==> src/rtl/dcc_cfg.svh <==
// address map, field positions and reset values of the comparator control registers
`ifndef DCC_CFG_SVH
`define DCC_CFG_SVH
`define DCC_ADDR_CMP1_CTRL   8'h9A
`define DCC_ADDR_CMP1_MODE   8'h9C
`define DCC_ADDR_CMP0_MODE   8'h9D
`define DCC_ADDR_CMP1_INSEL  8'h9E
`define DCC_ADDR_CMP0_INSEL  8'h9F
`define DCC_RST_CTRL         8'h00
`define DCC_RST_MODE         8'h02
`define DCC_RST_INSEL        8'hFF
`define DCC_MASK_INSEL       8'h33
`define DCC_MASK_MODE        8'h33
`define DCC_MASK_CTRL_RW     8'h8F
`define DCC_FILL_INSEL       8'hCC
`define DCC_BIT_EN           7
`define DCC_BIT_OUT          6
`define DCC_BIT_RISE         5
`define DCC_BIT_FALL         4
`define DCC_SYNC_STAGES      2
`endif

==> src/rtl/dcc_pkg.sv <==
// types shared by the comparator control register block
package dcc_pkg;
    typedef struct packed {
        logic [1:0] neg_sel;
        logic [1:0] pos_sel;
    } dcc_insel_t;
    typedef struct packed {
        logic       rise_irq_en;
        logic       fall_irq_en;
        logic [1:0] speed_mode;
    } dcc_mode_t;
    typedef struct packed {
        logic       enable;
        logic [1:0] pos_hyst;
        logic [1:0] neg_hyst;
    } dcc_ctrl_t;
    typedef enum logic [1:0] {
        DCC_SPEED_M0 = 2'h0,
        DCC_SPEED_M1 = 2'h1,
        DCC_SPEED_M2 = 2'h2,
        DCC_SPEED_M3 = 2'h3
    } dcc_speed_t;
endpackage

==> src/rtl/dcc_regs.sv <==
// comparator control registers, edge flags and interrupt requests
`timescale 1ns/100ps
`include "dcc_cfg.svh"
module dcc_regs #(
    parameter int SYNC_STAGES = `DCC_SYNC_STAGES
) (
    // clock and reset
    input  wire logic              clock_i,
    input  wire logic              rst_i,
    // special-function register port
    input  wire logic [7:0]        sfr_addr_i,
    input  wire logic [7:0]        sfr_wdata_i,
    input  wire logic              sfr_we_i,
    output logic      [7:0]        sfr_rdata_o,
    // comparator cores
    input  wire logic              cmp1_raw_i,
    input  wire logic              cmp0_rise_flag_i,
    input  wire logic              cmp0_fall_flag_i,
    output dcc_pkg::dcc_insel_t    cmp0_insel_o,
    output dcc_pkg::dcc_insel_t    cmp1_insel_o,
    output dcc_pkg::dcc_mode_t     cmp0_mode_o,
    output dcc_pkg::dcc_mode_t     cmp1_mode_o,
    output dcc_pkg::dcc_ctrl_t     cmp1_ctrl_o,
    // interrupt requests
    output logic                   cmp0_irq_o,
    output logic                   cmp1_irq_o
);
    initial
    begin
        if (SYNC_STAGES < 2)
            $error("SYNC_STAGES must be at least 2");
    end

    dcc_pkg::dcc_insel_t      insel0_q;
    dcc_pkg::dcc_insel_t      insel1_q;
    dcc_pkg::dcc_mode_t       mode0_q;
    dcc_pkg::dcc_mode_t       mode1_q;
    dcc_pkg::dcc_ctrl_t       ctrl1_q;
    logic                     rise_q;
    logic                     fall_q;
    logic [SYNC_STAGES-1:0]   sync_q;
    logic                     out_q;
    logic                     out_d;
    logic                     rise_ev;
    logic                     fall_ev;
    logic                     wr_ctrl;
    // per-register write strobes and a map hit, shared by the checks below
    logic                     wr_insel0;
    logic                     wr_insel1;
    logic                     wr_mode0;
    logic                     wr_mode1;
    logic                     addr_hit;

    // address decode is page independent
    assign wr_ctrl   = sfr_we_i && (sfr_addr_i == `DCC_ADDR_CMP1_CTRL);
    assign wr_insel0 = sfr_we_i && (sfr_addr_i == `DCC_ADDR_CMP0_INSEL);
    assign wr_insel1 = sfr_we_i && (sfr_addr_i == `DCC_ADDR_CMP1_INSEL);
    assign wr_mode0  = sfr_we_i && (sfr_addr_i == `DCC_ADDR_CMP0_MODE);
    assign wr_mode1  = sfr_we_i && (sfr_addr_i == `DCC_ADDR_CMP1_MODE);
    assign addr_hit  = (sfr_addr_i == `DCC_ADDR_CMP1_CTRL)
                    || (sfr_addr_i == `DCC_ADDR_CMP1_MODE)
                    || (sfr_addr_i == `DCC_ADDR_CMP0_MODE)
                    || (sfr_addr_i == `DCC_ADDR_CMP1_INSEL)
                    || (sfr_addr_i == `DCC_ADDR_CMP0_INSEL);

    always_ff @(posedge clock_i or posedge rst_i)
    begin
        if (rst_i)
        begin
            insel0_q <= dcc_pkg::dcc_insel_t'(4'hF);
            insel1_q <= dcc_pkg::dcc_insel_t'(4'hF);
        end
        else if (sfr_we_i)
        begin
            // only select fields store, unused bits dropped
            if (sfr_addr_i == `DCC_ADDR_CMP0_INSEL)
                insel0_q <= {sfr_wdata_i[5:4], sfr_wdata_i[1:0]};
            if (sfr_addr_i == `DCC_ADDR_CMP1_INSEL)
                insel1_q <= {sfr_wdata_i[5:4], sfr_wdata_i[1:0]};
        end
    end

    always_ff @(posedge clock_i or posedge rst_i)
    begin
        if (rst_i)
        begin
            mode0_q <= dcc_pkg::dcc_mode_t'(4'h2);
            mode1_q <= dcc_pkg::dcc_mode_t'(4'h2);
        end
        else if (sfr_we_i)
        begin
            // enables and speed field only
            if (sfr_addr_i == `DCC_ADDR_CMP0_MODE)
                mode0_q <= {sfr_wdata_i[5:4], sfr_wdata_i[1:0]};
            if (sfr_addr_i == `DCC_ADDR_CMP1_MODE)
                mode1_q <= {sfr_wdata_i[5:4], sfr_wdata_i[1:0]};
        end
    end

    always_ff @(posedge clock_i or posedge rst_i)
    begin
        if (rst_i)
            ctrl1_q <= '0;
        else if (wr_ctrl)
            // hysteresis codes pass straight to the core
            ctrl1_q <= {sfr_wdata_i[`DCC_BIT_EN], sfr_wdata_i[3:0]};
    end

    // raw output is asynchronous; a disabled core reads low
    always_ff @(posedge clock_i or posedge rst_i)
    begin
        if (rst_i)
            sync_q <= '0;
        else
            sync_q <= {sync_q[SYNC_STAGES-2:0], cmp1_raw_i & ctrl1_q.enable};
    end

    assign out_d = sync_q[SYNC_STAGES-1];

    always_ff @(posedge clock_i or posedge rst_i)
    begin
        if (rst_i)
            out_q <= 1'b0;
        else
            out_q <= out_d;
    end

    assign rise_ev = out_d & ~out_q;
    assign fall_ev = ~out_d & out_q;

    // a new edge wins over a software clear in the same cycle
    always_ff @(posedge clock_i or posedge rst_i)
    begin
        if (rst_i)
        begin
            rise_q <= 1'b0;
            fall_q <= 1'b0;
        end
        else
        begin
            if (rise_ev)
                rise_q <= 1'b1;
            else if (wr_ctrl)
                rise_q <= sfr_wdata_i[`DCC_BIT_RISE];
            if (fall_ev)
                fall_q <= 1'b1;
            else if (wr_ctrl)
                fall_q <= sfr_wdata_i[`DCC_BIT_FALL];
        end
    end

    always_comb
    begin
        case (sfr_addr_i)
            `DCC_ADDR_CMP0_INSEL:
                sfr_rdata_o = `DCC_FILL_INSEL | {2'h0, insel0_q[3:2], 2'h0, insel0_q[1:0]};
            `DCC_ADDR_CMP1_INSEL:
                sfr_rdata_o = `DCC_FILL_INSEL | {2'h0, insel1_q[3:2], 2'h0, insel1_q[1:0]};
            `DCC_ADDR_CMP0_MODE:
                sfr_rdata_o = {2'h0, mode0_q[3:2], 2'h0, mode0_q[1:0]};
            `DCC_ADDR_CMP1_MODE:
                sfr_rdata_o = {2'h0, mode1_q[3:2], 2'h0, mode1_q[1:0]};
            `DCC_ADDR_CMP1_CTRL:
                sfr_rdata_o = {ctrl1_q.enable, out_q, rise_q, fall_q, ctrl1_q[3:0]};
            default:
                sfr_rdata_o = 8'h00;
        endcase
    end

    assign cmp0_insel_o = insel0_q;
    assign cmp1_insel_o = insel1_q;
    assign cmp0_mode_o  = mode0_q;
    assign cmp1_mode_o  = mode1_q;
    assign cmp1_ctrl_o  = ctrl1_q;

    // flags stay set until software clears them after retuning
    assign cmp1_irq_o = (rise_q & mode1_q.rise_irq_en) | (fall_q & mode1_q.fall_irq_en);
    assign cmp0_irq_o = (cmp0_rise_flag_i & mode0_q.rise_irq_en)
                      | (cmp0_fall_flag_i & mode0_q.fall_irq_en);
endmodule

==> config.mk <==
export PLATFORM = sky130hd
export DESIGN_NAME = dcc_regs
export DESIGN_NICKNAME = d
export VERILOG_FILES = /design/src/rtl/dcc_pkg.sv /design/src/rtl/dcc_regs.sv
export VERILOG_INCLUDE_DIRS = /design/src /design/src/rtl
export SDC_FILE = /design/constraint.sdc
export NUM_CORES = 1
export LEC_CHECK = 0
export ABC_AREA = 1
export BUFFER_PORTS_ARGS = -buffer_cell sky130_fd_sc_hd__buf_2
export CAP_MARGIN = 5
export CORE_MARGIN = 2
export CORE_UTILIZATION = 48
export CTS_CLUSTER_SIZE = 28
export DETAILED_ROUTE_END_ITERATION = 12
export GPL_TIMING_DRIVEN = 0
export PLACE_DENSITY = 0.79
export SYNTH_ARGS = -nofsm -noshare
export SYNTH_HDL_FRONTEND = slang
export SYNTH_SLANG_ARGS = --single-unit
==> constraint.sdc <==
create_clock -name clock_i -period 0.9 [get_ports clock_i]
set_input_delay 0.045 -clock clock_i [delete_from_list [all_inputs] [get_ports clock_i]]
set_output_delay 0.045 -clock clock_i [all_outputs]
set_load 0.01 [all_outputs]
==> results by group <==
Die
  – Die Wd: 57.2 µm
  – Die height: 57.2 µm
  – Die ar.: about 3300 µm²
  – Core area: 2710 µm²
  – Initial core utilization: between 50% and 60%
  – Top Ports: 53
  – Core Rows: 19

Final layout
  – # fillers: about 210
  – Layout cell share with drive strength beyond 1: 42.0%
  – Area Growth Syn to Fin: 47.2%
  – Number of diodes: 0
  – Layout Nets: about 270
  – Post-Layout Cell Count: 281
  – Post-route cell area: 2000 µm²

Setup path
  – Critical Path Sink: sfr_rdata_o[1]
  – R2R Path Start: cmp1_insel_o[3]
  – Critical path class: reg2out
  – CP top delay family: flip-flops
  – Worst EP required: 0.85 ns
  – Critical path startpoint: cmp0_insel_o[1]
  – Crit. End Element: output pin
  – Slowest CP cell: dfstp_2
  – Max Fanout on Critical Path: 2
  – Flop-to-flop setup slack: -0.06 ns
  – WP buf/inv: 1
  – Worst Path Arrival: 1.35 ns
  – Worst path max stage delay: 0.57 ns
  – Reg2Reg Depth: 4
  – Critical Path Start Type: register
  – Worst r2r dst: cmp1_insel_o[3]
  – CP Cell Sequence: nand3_1, nand2_2, nor2_1, nand2_1, buf_6
  – WP depth: 5

Detailed routing
  – DRC: 0
  – Vias: 1,536
  – Vias per inst: 5.47
  – DRT Wirelength: 4.39 mm
  – M1 WL: around 1.7 mm
  – Number of iterations in the first detailed-routing pass: 4
  – WL/cell: 15.6 µm
  – WL met3: 424 µm
  – Post-route ant nets: 0
  – Met2 Wirelength: around 2.1 mm
  – Initial drt markers: between 50 and 60
  – Uppermost layer routed: met4

STA
  – Endpoints failing setup: 35
  – Slew @ Worst Pin: 0.972 ns
  – Slew margin rel.: 35.1%
  – Final count of pins violating max slew: 0
  – Sum Neg Setup Slack: -6.88 ns
  – Final hold vios: 16
  – Post-route minimum period: 1.40 ns
  – Worst Setup Slack, final: -0.497 ns
  – Achievable clock frequency: 716 MHz
  – RSZ-0062 raised after global routing: true
  – Worst Skew: 0.0125 ns
  – Min Hold Slack: -0.0899 ns
  – Final Cycle Share: 155%

Global route
  – Total track usage: between 20 and 30%
  – Vias in the first global route: 1,391
  – Grt ovf: 0
  – Largest net degree at the start of global routing: 27
  – First-pass GRT wire length: 6.50 mm
  – Initial antenna violation count: 0

Logic synthesis
  – Ys flop type: dfrtp_1
  – Synth top area cells: dfrtp_1 (30%), dfstp_2 (19%), nand2_1 (16%)
  – Distinct cell type count after synthesis: 18
  – Syn Area/Cell: around 7.8 µm²
  – Mapped Cells: 174
  – Synth Warn #: 0
  – Async SR Flop Fraction: 100%
  – Most frequent cell after synthesis: nand2_1
  – Syn Std Cell Area: around 1400 µm²
  – Post-synth EDFFs: 0
  – Cell accounting for the most synthesized area: dfrtp_1
  – Most frequent cells after synthesis: nand2_1 (59), nand3_1 (26), o21ai_0 (22), dfrtp_1 (16), inv_1 (16)
  – Syn_nets: 196
  – Share of the synthesized area in the top cell type: between 20% and 30%
  – Flops & latches, synth: 26
  – Register area share after synthesis: 48.9%

Clocking
  – Clock Latency Late Sink: between 0.3 and 0.4 ns
  – Clk sinks: 26
  – Root buffer cell: clkbuf_4
  – CTS max path bufs: 2
  – CTS Buf Count: 3
  – Clock transition at path regs: about 0.14 ns
  – Hold_buf cts: 8
  – CTS tree: yes
  – H-tree depth: 1

Pwr
  – Power density cells: roughly 1300 nW/µm²
  – Pleak: ~1.1 nW
  – Maximum vdd ir drop: roughly 0.0013 V

Placed design
  – Placed cells: 255
  – Port Buf Inserts: 50
  – Placer Congestion: 0.840
  – Placed Area: 1650 µm²
  – DP Wirelength: 2.46 mm

Status
  – Failing checks: hold timing, setup timing
  – Status: complete, but fails checks

Flow run
  – Max cap viols: 0

Worst hold path
  – Min-Delay Path Class: in2async
-- state kept, by name, indices dropped and copies added (netlist names) --
name	cells
cmp1_ctrl_o	5
cmp0_insel_o	4
cmp0_mode_o	4
cmp1_insel_o	4
cmp1_mode_o	4
sync_q	2
fall_q	1
out_q	1
rise_q	1
-- worst min-delay path by stage --
stage,start,to,slack (ns),cells past startpoint
2_1_floorplan,rst_i,cmp0_mode_o[0],0.08,1
3_3_place_gp,cmp1_raw_i,sync_q[0],0.23,3
3_5_place_dp,cmp1_raw_i,sync_q[0],0.24,3
4_1_cts,rst_i,cmp1_mode_o[3],-0.06,2
5_1_grt,rst_i,cmp1_mode_o[3],-0.03,2
6_report,rst_i,cmp1_mode_o[3],-0.09,2
-- power breakdown --
part / switching [mW] / internal, mW
registers: 0.0491 / 1.25
logic: 0.228 / 0.194
clock network: 0.351 / 0.451
total: 0.627 / 1.89
-- logic make-up (layout without fill, tap and decap cells) --
logic type	count (synthesis)	count (layout)	synth area share, %
buffers and inverters	20	96	6.09
and+or+nand+nor	104	104	35.6
DFF	26	26	48.9
AOI/OAI and AO/OA	24	24	9.41
-- through the flow --
stage	hold WS, ns	setup WS, ns	power (mW)	util (%)
5_1_grt	-0.0252	-0.569	2.64	73.7
4_1_cts	-0.0639	-0.399	2.49	71.8
2_1_floorplan	0.0776	-0.0219	1.46	-
3_3_place_gp	0.234	-0.341	1.61	60.7
6_report	-0.0899	-0.497	2.52	73.7
3_5_place_dp	0.237	-0.341	1.61	60.7
-- repair_timing --
action,CTS,global route
pin swaps,10,9
gates resized for setup,16,11
buffers inserted,11,5
endpoints found under the setup margin,31,36
endpoints found under the hold margin,30,16
-- layout make-up --
class	count	area [µm²]	area share (%)
Sequential cell	26	663	33.2
Buffer	3	18.8	0.940
Timing Repair Buffer	72	507	25.4
Tap cell	31	38.8	1.94
Multi-Input combinational cell	128	653	32.7
Clock inverter	1	30.0	1.50
Inverter	17	63.8	3.20
Clock buffer	3	22.5	1.13
-- layer usage --
layer	GRT usage [%]	vias up
met1	34.1	686
met5	0	-
li1	-	711
met4	6.64	0
met3	3.17	24
met2	44.7	115
-- placed cells by master, fill, tap and decap left out, drive strengths merged --
cell type,count
nand2,62
clkbuf,4
a22o,2
dfrtp,16
inv,17
and2,1
nand3,28
nor3,1
o21ai,22
buf,66
nor2,11
bufinv,1
dlygate4sd3,8
dfstp,10
or2,1
(Power assumes the default switching activity.)
